[config.mk]
export PLATFORM = sky130hd
export DESIGN_NAME = serial_port_shadow_control
export DESIGN_NICKNAME = d
export VERILOG_FILES = /design/src/serial_shadow_pkg.sv /design/src/fill_if.sv /design/src/fill_level_counter.sv /design/src/serial_port_shadow_control.sv
export SDC_FILE = /design/constraint.sdc
export NUM_CORES = 1
export LEC_CHECK = 0
export ABC_AREA = 1
export BUFFER_PORTS_ARGS = -buffer_cell sky130_fd_sc_hd__clkbuf_2
export CAP_MARGIN = 20
export CORE_ASPECT_RATIO = 0.5
export CORE_MARGIN = 8
export CORE_UTILIZATION = 50
export DETAILED_ROUTE_END_ITERATION = 10
export PLACE_DENSITY = 0.81
export SLEW_MARGIN = 20
export SYNTH_ARGS = -nofsm -noshare
export SYNTH_HDL_FRONTEND = slang
export SYNTH_SLANG_ARGS = --single-unit
export TNS_END_PERCENT = 1
[constraint.sdc]
create_clock -name clk_i -period 4.75 [get_ports clk_i]
set_input_delay 0.475 -clock clk_i [delete_from_list [all_inputs] [get_ports clk_i]]
set_output_delay 0.475 -clock clk_i [all_outputs]
set_load 0.01 [all_outputs]
[src/serial_shadow_pkg.sv]
// constants for the serial port shadow control block
package serial_shadow_pkg;

   // ---------------------------------------------------------------
   // register byte addresses
   // ---------------------------------------------------------------
   localparam logic [31:0] LINE_CONTROL_ADDR = 32'h5000_1100;
   localparam logic [31:0] FIFO_CONTROL_ADDR = 32'h5000_1104;
   localparam logic [31:0] MODEM_CONTROL_ADDR = 32'h5000_1108;
   localparam logic [31:0] PORT_STATUS_ADDR = 32'h5000_110C;
   localparam logic [31:0] SOFTWARE_RESET_CONTROL_ADDR = 32'h5000_1188;
   localparam logic [31:0] REQUEST_TO_SEND_MIRROR_ADDR = 32'h5000_118C;
   localparam logic [31:0] BREAK_CONTROL_MIRROR_ADDR = 32'h5000_1190;

   // ---------------------------------------------------------------
   // field positions
   // ---------------------------------------------------------------
   localparam int SRR_PORT_RESET_BIT = 0;
   localparam int SRR_RX_FLUSH_BIT = 1;
   localparam int SRR_TX_FLUSH_BIT = 2;
   localparam int MIRROR_BIT = 0;
   localparam int FCR_ENABLE_BIT = 0;
   localparam int FCR_RX_FLUSH_BIT = 1;
   localparam int FCR_TX_FLUSH_BIT = 2;
   localparam int FCR_TRIG_LSB = 6;
   localparam int MCR_RTS_BIT = 1;
   localparam int MCR_LOOPBACK_BIT = 4;
   localparam int MCR_AFC_BIT = 5;
   localparam int MCR_IR_BIT = 6;
   localparam int LCR_BREAK_BIT = 6;
   localparam int STAT_TX_LEVEL_LSB = 0;
   localparam int STAT_RX_LEVEL_LSB = 8;
   localparam int STAT_RTS_N_BIT = 16;
   localparam int STAT_SOUT_BIT = 17;
   localparam int STAT_PORT_RST_BIT = 18;

   // ---------------------------------------------------------------
   // reset values
   // ---------------------------------------------------------------
   localparam logic [1:0] RX_TRIG_RESET = 2'h0;
   localparam logic [31:0] RDATA_RESET = 32'h0000_0000;

   // ---------------------------------------------------------------
   // fifo depth and receive thresholds
   // ---------------------------------------------------------------
   localparam int LEVEL_W = 5;
   localparam logic [LEVEL_W-1:0] FIFO_DEPTH = 5'h10;
   localparam logic [1:0] TRIG_ONE_CHAR = 2'h0;
   localparam logic [1:0] TRIG_QUARTER = 2'h1;
   localparam logic [1:0] TRIG_HALF = 2'h2;
   localparam logic [1:0] TRIG_TWO_LESS = 2'h3;
   localparam logic [LEVEL_W-1:0] THR_ONE_CHAR = 5'h01;
   localparam logic [LEVEL_W-1:0] THR_QUARTER = 5'h04;
   localparam logic [LEVEL_W-1:0] THR_HALF = 5'h08;
   localparam logic [LEVEL_W-1:0] THR_TWO_LESS = 5'h0E;

   // ---------------------------------------------------------------
   // timing
   // ---------------------------------------------------------------
   localparam int CLK_PERIOD_NS = 5;
   localparam int IR_PULSE_NS = 1000;
   localparam int IR_PULSE_CYCLES = IR_PULSE_NS / CLK_PERIOD_NS;
   localparam int PORT_RST_CYCLES = 4;

endpackage

[src/fill_if.sv]
// fill level carrier between the port logic and a fifo level tracker
`timescale 1ns/1ps
`default_nettype none
interface fill_if;
   logic push;
   logic pop;
   logic flush;
   logic [serial_shadow_pkg::LEVEL_W-1:0] level;
   logic empty;
   logic full;
   modport ctrl (output push, output pop, output flush, input level, input empty, input full);
   modport track (input push, input pop, input flush, output level, output empty, output full);
endinterface
`default_nettype wire

[src/fill_level_counter.sv]
// fifo control portion: occupancy tracker with flush
`timescale 1ns/1ps
`default_nettype none
module fill_level_counter (
   input wire logic clk_i,
   input wire logic rst_i,
   fill_if.track f
);
   typedef struct packed {
      logic [serial_shadow_pkg::LEVEL_W-1:0] level;
   } fill_state_t;

   fill_state_t s_reg;
   fill_state_t s_next;
   logic do_push;
   logic do_pop;

   always_comb begin
      s_next = s_reg;
      do_push = f.push && (s_reg.level != serial_shadow_pkg::FIFO_DEPTH);
      do_pop = f.pop && (s_reg.level != '0);
      if (f.flush) begin
         s_next.level = '0;
      end else if (do_push && !do_pop) begin
         s_next.level = s_reg.level + 5'h01;
      end else if (do_pop && !do_push) begin
         s_next.level = s_reg.level - 5'h01;
      end
   end

   always_ff @(posedge clk_i) begin
      if (rst_i) begin
         s_reg <= '0;
      end else begin
         s_reg <= s_next;
      end
   end

   assign f.level = s_reg.level;
   assign f.empty = (s_reg.level == '0);
   assign f.full = (s_reg.level == serial_shadow_pkg::FIFO_DEPTH);
endmodule
`default_nettype wire

[src/serial_port_shadow_control.sv]
// serial port shadow control registers with pin gating
//
// Register access over Wishbone was chosen for this implementation.
`timescale 1ns/1ps
`default_nettype none

module serial_port_shadow_control (
   input wire logic clk_i,
   input wire logic rst_i,
   input wire logic cyc_i,
   input wire logic stb_i,
   input wire logic we_i,
   input wire logic [31:0] adr_i,
   input wire logic [3:0] sel_i,
   input wire logic [31:0] dat_i,
   output logic [31:0] dat_o,
   output logic ack_o,
   input wire logic tx_push_i,
   input wire logic tx_pop_i,
   input wire logic rx_push_i,
   input wire logic rx_pop_i,
   input wire logic tx_serial_i,
   input wire logic ir_encoded_n_i,
   output logic tx_fifo_flush_o,
   output logic rx_fifo_flush_o,
   output logic port_soft_reset_o,
   output logic rts_n_o,
   output logic sout_o,
   output logic ir_out_n_o,
   output logic loop_cts_o,
   output logic loop_break_o
);
   typedef struct packed {
      logic ack;
      logic [31:0] rdata;
      logic fifo_en;
      logic [1:0] rx_trig;
      logic rts_mirror_bit;
      logic loopback;
      logic afc;
      logic ir_mode;
      logic brk;
      logic tx_flush;
      logic rx_flush;
      logic [3:0] rst_cnt;
      logic port_rst;
      logic rts_n;
      logic sout;
      logic ir_out_n;
      logic loop_cts;
      logic loop_brk;
      logic [7:0] ir_div;
      logic ir_phase;
   } port_state_t;

   port_state_t s_reg;
   port_state_t s_next;

   fill_if tx_fill ();
   fill_if rx_fill ();

   logic req;
   logic wr_commit;
   logic wr_srr;
   logic [serial_shadow_pkg::LEVEL_W-1:0] rx_thr;
   logic rx_above;
   logic rts_gate;
   logic [31:0] rd_val;

   // ---------------------------------------------------------------
   // fifo level trackers
   // ---------------------------------------------------------------
   fill_level_counter tx_tracker (
      .clk_i(clk_i),
      .rst_i(rst_i),
      .f(tx_fill.track)
   );

   fill_level_counter rx_tracker (
      .clk_i(clk_i),
      .rst_i(rst_i),
      .f(rx_fill.track)
   );

   assign tx_fill.push = tx_push_i;
   assign tx_fill.pop = tx_pop_i;
   assign tx_fill.flush = s_reg.tx_flush | s_reg.port_rst;
   assign rx_fill.push = rx_push_i;
   assign rx_fill.pop = rx_pop_i;
   assign rx_fill.flush = s_reg.rx_flush | s_reg.port_rst;

   // ---------------------------------------------------------------
   // receive threshold and flow gate
   // ---------------------------------------------------------------
   always_comb begin
      unique case (s_reg.rx_trig)
         serial_shadow_pkg::TRIG_ONE_CHAR: rx_thr = serial_shadow_pkg::THR_ONE_CHAR;
         serial_shadow_pkg::TRIG_QUARTER: rx_thr = serial_shadow_pkg::THR_QUARTER;
         serial_shadow_pkg::TRIG_HALF: rx_thr = serial_shadow_pkg::THR_HALF;
         serial_shadow_pkg::TRIG_TWO_LESS: rx_thr = serial_shadow_pkg::THR_TWO_LESS;
      endcase
   end

   assign rx_above = (rx_fill.level >= rx_thr);
   assign rts_gate = s_reg.afc && s_reg.fifo_en && rx_above;

   // ---------------------------------------------------------------
   // bus decode
   // ---------------------------------------------------------------
   assign req = cyc_i && stb_i;
   assign wr_commit = req && we_i && s_reg.ack && sel_i[0];
   assign wr_srr = wr_commit && (adr_i == serial_shadow_pkg::SOFTWARE_RESET_CONTROL_ADDR);

   always_comb begin
      rd_val = 32'h0000_0000;
      unique case (adr_i)
         serial_shadow_pkg::LINE_CONTROL_ADDR: begin
            rd_val[serial_shadow_pkg::LCR_BREAK_BIT] = s_reg.brk;
         end
         serial_shadow_pkg::FIFO_CONTROL_ADDR: begin
            rd_val[serial_shadow_pkg::FCR_ENABLE_BIT] = s_reg.fifo_en;
            rd_val[serial_shadow_pkg::FCR_TRIG_LSB +: 2] = s_reg.rx_trig;
         end
         serial_shadow_pkg::MODEM_CONTROL_ADDR: begin
            rd_val[serial_shadow_pkg::MCR_RTS_BIT] = s_reg.rts_mirror_bit;
            rd_val[serial_shadow_pkg::MCR_LOOPBACK_BIT] = s_reg.loopback;
            rd_val[serial_shadow_pkg::MCR_AFC_BIT] = s_reg.afc;
            rd_val[serial_shadow_pkg::MCR_IR_BIT] = s_reg.ir_mode;
         end
         serial_shadow_pkg::PORT_STATUS_ADDR: begin
            rd_val[serial_shadow_pkg::STAT_TX_LEVEL_LSB +: serial_shadow_pkg::LEVEL_W] = tx_fill.level;
            rd_val[serial_shadow_pkg::STAT_RX_LEVEL_LSB +: serial_shadow_pkg::LEVEL_W] = rx_fill.level;
            rd_val[serial_shadow_pkg::STAT_RTS_N_BIT] = s_reg.rts_n;
            rd_val[serial_shadow_pkg::STAT_SOUT_BIT] = s_reg.sout;
            rd_val[serial_shadow_pkg::STAT_PORT_RST_BIT] = s_reg.port_rst;
         end
         serial_shadow_pkg::REQUEST_TO_SEND_MIRROR_ADDR: begin
            rd_val[serial_shadow_pkg::MIRROR_BIT] = s_reg.rts_mirror_bit;
         end
         serial_shadow_pkg::BREAK_CONTROL_MIRROR_ADDR: begin
            rd_val[serial_shadow_pkg::MIRROR_BIT] = s_reg.brk;
         end
         default: begin
            rd_val = 32'h0000_0000;
         end
      endcase
   end

   // ---------------------------------------------------------------
   // next state
   // ---------------------------------------------------------------
   always_comb begin
      s_next = s_reg;
      s_next.ack = req && !s_reg.ack;
      s_next.rdata = (req && !s_reg.ack && !we_i) ? rd_val : serial_shadow_pkg::RDATA_RESET;
      s_next.tx_flush = 1'b0;
      s_next.rx_flush = 1'b0;

      if (wr_commit) begin
         unique case (adr_i)
            serial_shadow_pkg::LINE_CONTROL_ADDR: begin
               s_next.brk = dat_i[serial_shadow_pkg::LCR_BREAK_BIT];
            end
            serial_shadow_pkg::FIFO_CONTROL_ADDR: begin
               s_next.fifo_en = dat_i[serial_shadow_pkg::FCR_ENABLE_BIT];
               s_next.rx_trig = dat_i[serial_shadow_pkg::FCR_TRIG_LSB +: 2];
               s_next.tx_flush = dat_i[serial_shadow_pkg::FCR_TX_FLUSH_BIT];
               s_next.rx_flush = dat_i[serial_shadow_pkg::FCR_RX_FLUSH_BIT];
               // disabling the fifos empties both
               if (s_reg.fifo_en && !dat_i[serial_shadow_pkg::FCR_ENABLE_BIT]) begin
                  s_next.tx_flush = 1'b1;
                  s_next.rx_flush = 1'b1;
               end
            end
            serial_shadow_pkg::MODEM_CONTROL_ADDR: begin
               s_next.rts_mirror_bit = dat_i[serial_shadow_pkg::MCR_RTS_BIT];
               s_next.loopback = dat_i[serial_shadow_pkg::MCR_LOOPBACK_BIT];
               s_next.afc = dat_i[serial_shadow_pkg::MCR_AFC_BIT];
               s_next.ir_mode = dat_i[serial_shadow_pkg::MCR_IR_BIT];
            end
            serial_shadow_pkg::SOFTWARE_RESET_CONTROL_ADDR: begin
               s_next.tx_flush = dat_i[serial_shadow_pkg::SRR_TX_FLUSH_BIT];
               s_next.rx_flush = dat_i[serial_shadow_pkg::SRR_RX_FLUSH_BIT];
            end
            serial_shadow_pkg::REQUEST_TO_SEND_MIRROR_ADDR: begin
               s_next.rts_mirror_bit = dat_i[serial_shadow_pkg::MIRROR_BIT];
            end
            serial_shadow_pkg::BREAK_CONTROL_MIRROR_ADDR: begin
               s_next.brk = dat_i[serial_shadow_pkg::MIRROR_BIT];
            end
            default: begin
               s_next.brk = s_reg.brk;
            end
         endcase
      end

      // port reset: raised on the write, released after a count on an edge
      if (wr_srr && dat_i[serial_shadow_pkg::SRR_PORT_RESET_BIT]) begin
         s_next.port_rst = 1'b1;
         s_next.rst_cnt = 4'(serial_shadow_pkg::PORT_RST_CYCLES);
      end else if (s_reg.rst_cnt != 4'h0) begin
         s_next.rst_cnt = s_reg.rst_cnt - 4'h1;
         s_next.port_rst = (s_reg.rst_cnt != 4'h1);
      end

      // port reset clears the controller state on both sides
      if (s_reg.port_rst) begin
         s_next.fifo_en = 1'b0;
         s_next.rx_trig = serial_shadow_pkg::RX_TRIG_RESET;
         s_next.rts_mirror_bit = 1'b0;
         s_next.loopback = 1'b0;
         s_next.afc = 1'b0;
         s_next.ir_mode = 1'b0;
         s_next.brk = 1'b0;
      end

      // infrared pulse divider
      if (s_reg.ir_mode && s_reg.brk) begin
         if (s_reg.ir_div == 8'(serial_shadow_pkg::IR_PULSE_CYCLES - 1)) begin
            s_next.ir_div = 8'h00;
            s_next.ir_phase = !s_reg.ir_phase;
         end else begin
            s_next.ir_div = s_reg.ir_div + 8'h01;
         end
      end else begin
         s_next.ir_div = 8'h00;
         s_next.ir_phase = 1'b0;
      end

      // pin drive
      if (s_reg.loopback) begin
         s_next.rts_n = 1'b1;
         s_next.sout = 1'b1;
         s_next.loop_cts = s_reg.rts_mirror_bit;
         s_next.loop_brk = s_reg.brk;
      end else begin
         s_next.rts_n = !s_reg.rts_mirror_bit || rts_gate;
         s_next.sout = tx_serial_i && !s_reg.brk;
         s_next.loop_cts = 1'b0;
         s_next.loop_brk = 1'b0;
      end

      if (s_reg.ir_mode && s_reg.brk) begin
         s_next.ir_out_n = !s_reg.ir_phase;
      end else if (s_reg.ir_mode && !s_reg.loopback) begin
         s_next.ir_out_n = ir_encoded_n_i;
      end else begin
         s_next.ir_out_n = 1'b1;
      end
   end

   // ---------------------------------------------------------------
   // state register
   // ---------------------------------------------------------------
   always_ff @(posedge clk_i) begin
      if (rst_i) begin
         s_reg <= '0;
         s_reg.rts_n <= 1'b1;
         s_reg.sout <= 1'b1;
         s_reg.ir_out_n <= 1'b1;
      end else begin
         s_reg <= s_next;
      end
   end

   assign dat_o = s_reg.rdata;
   assign ack_o = s_reg.ack;
   assign tx_fifo_flush_o = s_reg.tx_flush;
   assign rx_fifo_flush_o = s_reg.rx_flush;
   assign port_soft_reset_o = s_reg.port_rst;
   assign rts_n_o = s_reg.rts_n;
   assign sout_o = s_reg.sout;
   assign ir_out_n_o = s_reg.ir_out_n;
   assign loop_cts_o = s_reg.loop_cts;
   assign loop_break_o = s_reg.loop_brk;
endmodule
`default_nettype wire

==> impl_summary.txt <==
----------------------------------------------------
[Cells and area]
  Share of post-route cells with drive strength above 1 ... between 10% and 20%
  Area growth from synthesis to layout ... 13.5%
  Total inserted antenna cells ... 0
  Final net count ... between 600 and 700
  Multi-input gate area ... ~0.0016 mm²
  Flip-flop count of the largest register after layout ... 21
  Sequential cell area ... around 0.0011 mm²
  Number of non-filler instances in the completed layout ... between 600 and 700
  Fill count ... between 600 and 700

[Floorplanning]
  I/O pin total ... 120
  Area of the core region ... between 0.006 and 0.007 mm²
  Row count ... 20
  Total die area ... 0.00947 mm²
  Initial core utilization ... about 53%
  Width of the die ... ~130 µm
  Vertical die dimension ... between 70 and 80 µm

[Clocking]
  Clock insertion delay at the later pin of the skew report ... 300 ps
  Buffer count from post-CTS setup fixing ... 0
  Hold buffers post-CTS ... 0
  TritonCTS clock tree ... done
  Depth of the CTS H-tree ... 2
  Max Buffers Root-to-Sink ... 2
  Number of clock sinks seen by CTS ... 56
  Number of instances resized during post-cts repair ... 0
  Clock Pin Slew Worst Setup and Hold Paths ... 70 ps
  Number of buffers added by the clock tree synthesis step ... 5
  Master cell of the clock root buffer ... clkbuf_16

[Synthesis]
  Mux share of post-synthesis cell area ... 0%
  Number of storage elements in the synthesis netlist ... 56
  Total standard cell area after synthesis ... about 0.0032 mm²
  Basic-gate share of the synthesized area counting and, or, nand and nor cells ... a little under 30%
  Compound-cell area share of the yosys netlist ... 7.80%
  Warnings, synthesis ... 0
  Combinational family with the most area after synthesis ... simple AND/OR/NAND/NOR gates
  Count of mapped cells out of synthesis ... between 400 and 500
  Adder-Cell Fraction of Synth Area ... 7.02%
  Synthesized area divided by synthesized cell count ... ~6.8 µm²
  Proportion of synthesized chip area in sequential cells ... 34.6%
  Synthesized-area fraction occupied by xor and xnor cells ... 2.43%
  Cell variety after synth ... 28

[STA]
  Unrepaired setup endpoints after global routing ... false
  Hold Vio Cnt, Final ... 0
  Post-route minimum period ... between 2000 and 2500 ps
  Setup Viol. Count Final ... 0
  Least setup slack across all paths after layout ... around 2600 ps
  Setup TNS Final ... 0 ps
  Max Clock Skew ... 5.83 ps
  Worst hold slack after final layout ... about 380 ps
  Slew Limit Fails ... 0
  Highest attainable clock frequency ... 461 MHz
  Ratio of final minimum period to clock period ... between 40% and 50%

[Power]
  Comb pwr share ... between 30% and 40%
  Clk pwr share ... 25.4%
  P per Cell Area ... between 400 and 500 mW/mm²
  Part of the power in registers ... 35.8%
  IR drop worst, VDD ... around 0.27 mV
  Lkg Pwr ... 1.88 nW
  Switching portion of total power ... a little under two fifths
  Cell-internal power ... between 1 and 1.5 mW
  Net switching power of the design ... around 0.61 mW
  Overall power after layout ... 1.65 mW

[Detailed routing]
  Number of vias per cell ... around 4.6
  DRC violation count after routing ... 0
  Number of iterations in the first detailed-routing pass ... 4
  Vias after detailed routing ... slightly below 3000
  ANT nets after route ... 0
  Drt wl/cell ... 11.2 µm
  Initial DRC Count ... between 150 and 200
  Final wirelength ... 7040 µm

[Critical path]
  Data required time at the worst endpoint ... approximately 5000 ps
  R2r startpoint ... rx_tracker.f.level[0]
  Critical path type ... flop to flop
  Nature of the critical path endpoint ... flop
  Crit start category ... flop
  Source of the critical timing path ... rx_tracker.f.level[0]
  Largest fanout on the critical path ... 4
  Critical path data arrival time ... ~2400 ps

[Min path]
  Worst hold-check path type ... primary input to flop
  Hold path start ... tx_serial_i

[Global routing]
  Layer carrying the most global-route usage ... met2
  GRT Total Usage ... approximately 15%
  Global routing usage on met1 ... between 10% and 20%
  Sum of overflow across all layers after global routing ... 0
  Pin count of the biggest net entering global routing ... 18
  Number of antenna violations at the first check in global routing ... 0
  Vias in the first global route ... about 2700
  Global-route wire length before repair ... about 12000 µm
  Met2 track utilization from global routing ... between 20% and 30%
  Grt met3 use ... 4.23%

[Place]
  Total placed cells including tap cells ... 622
  Number of buffers inserted by port buffering ... 75
  Worst slack at placement ... ~2600 ps
  Placed wire-length estimate ... 5660 µm
  Gpl congestion ... approximately 0.84

[Run status]
  Result of the run ... complete, no violations

[Flow run]
  Max Cap Viol ... 0

----------------------------------------------------
power by group through the flow:
| stage | Clock, mW | Sequential (mW) | Combinational (mW) |
|---|---|---|---|
| floorplan | 0 | 0.590 | 0.517 |
| global placement | 0 | 0.600 | 0.613 |
| detailed placement | 0 | 0.602 | 0.632 |
| CTS | 0.432 | 0.592 | 0.643 |
| global route | 0.451 | 0.601 | 0.732 |
| finish | 0.421 | 0.592 | 0.642 |
cell usage in the layout, fill, tap and decap left out, drive strengths merged:
master	netlist	final
nor3	8	8
xnor2	3	3
a21oi	29	29
dfxtp	56	56
nand4	11	11
and2	2	2
nor3b	2	2
inv	94	95
bufinv	0	1
o21a	1	1
nand2	95	95
nand3	19	19
nor4	2	2
clkbuf	0	81
fa	2	2
o21ai	20	20
ha	15	15
xor2	6	6
conb	1	16
nor2	78	78
per-layer routing:
| layer | share of wire [%] | wire [µm] |
|---|---|---|
| met4 | 1.4 | 99 |
| met2 | 46 | 3270 |
| met3 | 7.2 | 510 |
| met1 | 45 | 3160 |
| met5 | 0 | 0 |
per-stage QoR:
step | utilization (%) | area, µm²
6_report | 59.8 | 3680
3_3_place_gp | 57.1 | 3510
5_1_grt | 59.8 | 3680
4_1_cts | 59.8 | 3680
2_1_floorplan | - | 3300
3_5_place_dp | 57.1 | 3510
cells by family (layout without fill, tap and decap cells):
| family | count (synthesis) | count (layout) |
|---|---|---|
| fa+ha+maj | 17 | 17 |
| buf+inv | 129 | 177 |
| simple gates | 217 | 217 |
| other cells | 1 | 16 |
| xor+xnor | 9 | 9 |
| compound gates | 50 | 50 |
| flops | 56 | 56 |
critical path, stage by stage (launching register included):
cell,delay (ps)
dfxtp_1,350
inv_1,140
nand4_1,110
o21ai_0,170
ha_1,210
inv_1,100
fa_1,410
a21oi_1,140
nor2_1,50
nor2_1,110
xor2_1,160
nand2_1,70
a21oi_1,110
final cells by class:
type / instances / share of cell area [%]
clock buffers: 6 / 3.50
clock inverters: 2 / 1.05
inverters: 94 / 9.59
multi-input cells: 309 / 42.2
flip-flops and latches: 56 / 30.5
well taps: 88 / 2.99
repair buffers: 75 / 10.2
cells in the mapped netlist (all sizes together):
library cell / count / share of area, %
nor2: 78 / 9.5
dfxtp: 56 / 35
a21oi: 29 / 4.5
nor3b: 2 / 0.46
o21ai: 20 / 3.1
conb: 1 / 0.12
xor2: 6 / 1.6
nor4: 2 / 0.85
nand4: 11 / 2.3
o21a: 1 / 0.23
nand3: 19 / 3.1
xnor2: 3 / 0.81
nand2: 95 / 11
ha: 15 / 5.8
nor3: 8 / 1.2
buf: 35 / 8.3
inv: 94 / 11
fa: 2 / 1.2
and2: 2 / 0.39
worst paths after layout:
kind / to / slack (ps) / cells after the start
max reg2reg: rx_tracker.f.level[4] / 2580 / 12
min reg2reg: dat_o[16] / 430 / 2
max: rx_tracker.f.level[4] / 2580 / 12
min: sout_o / 380 / 3
Note: power is estimated with default switching activity, not from simulation.
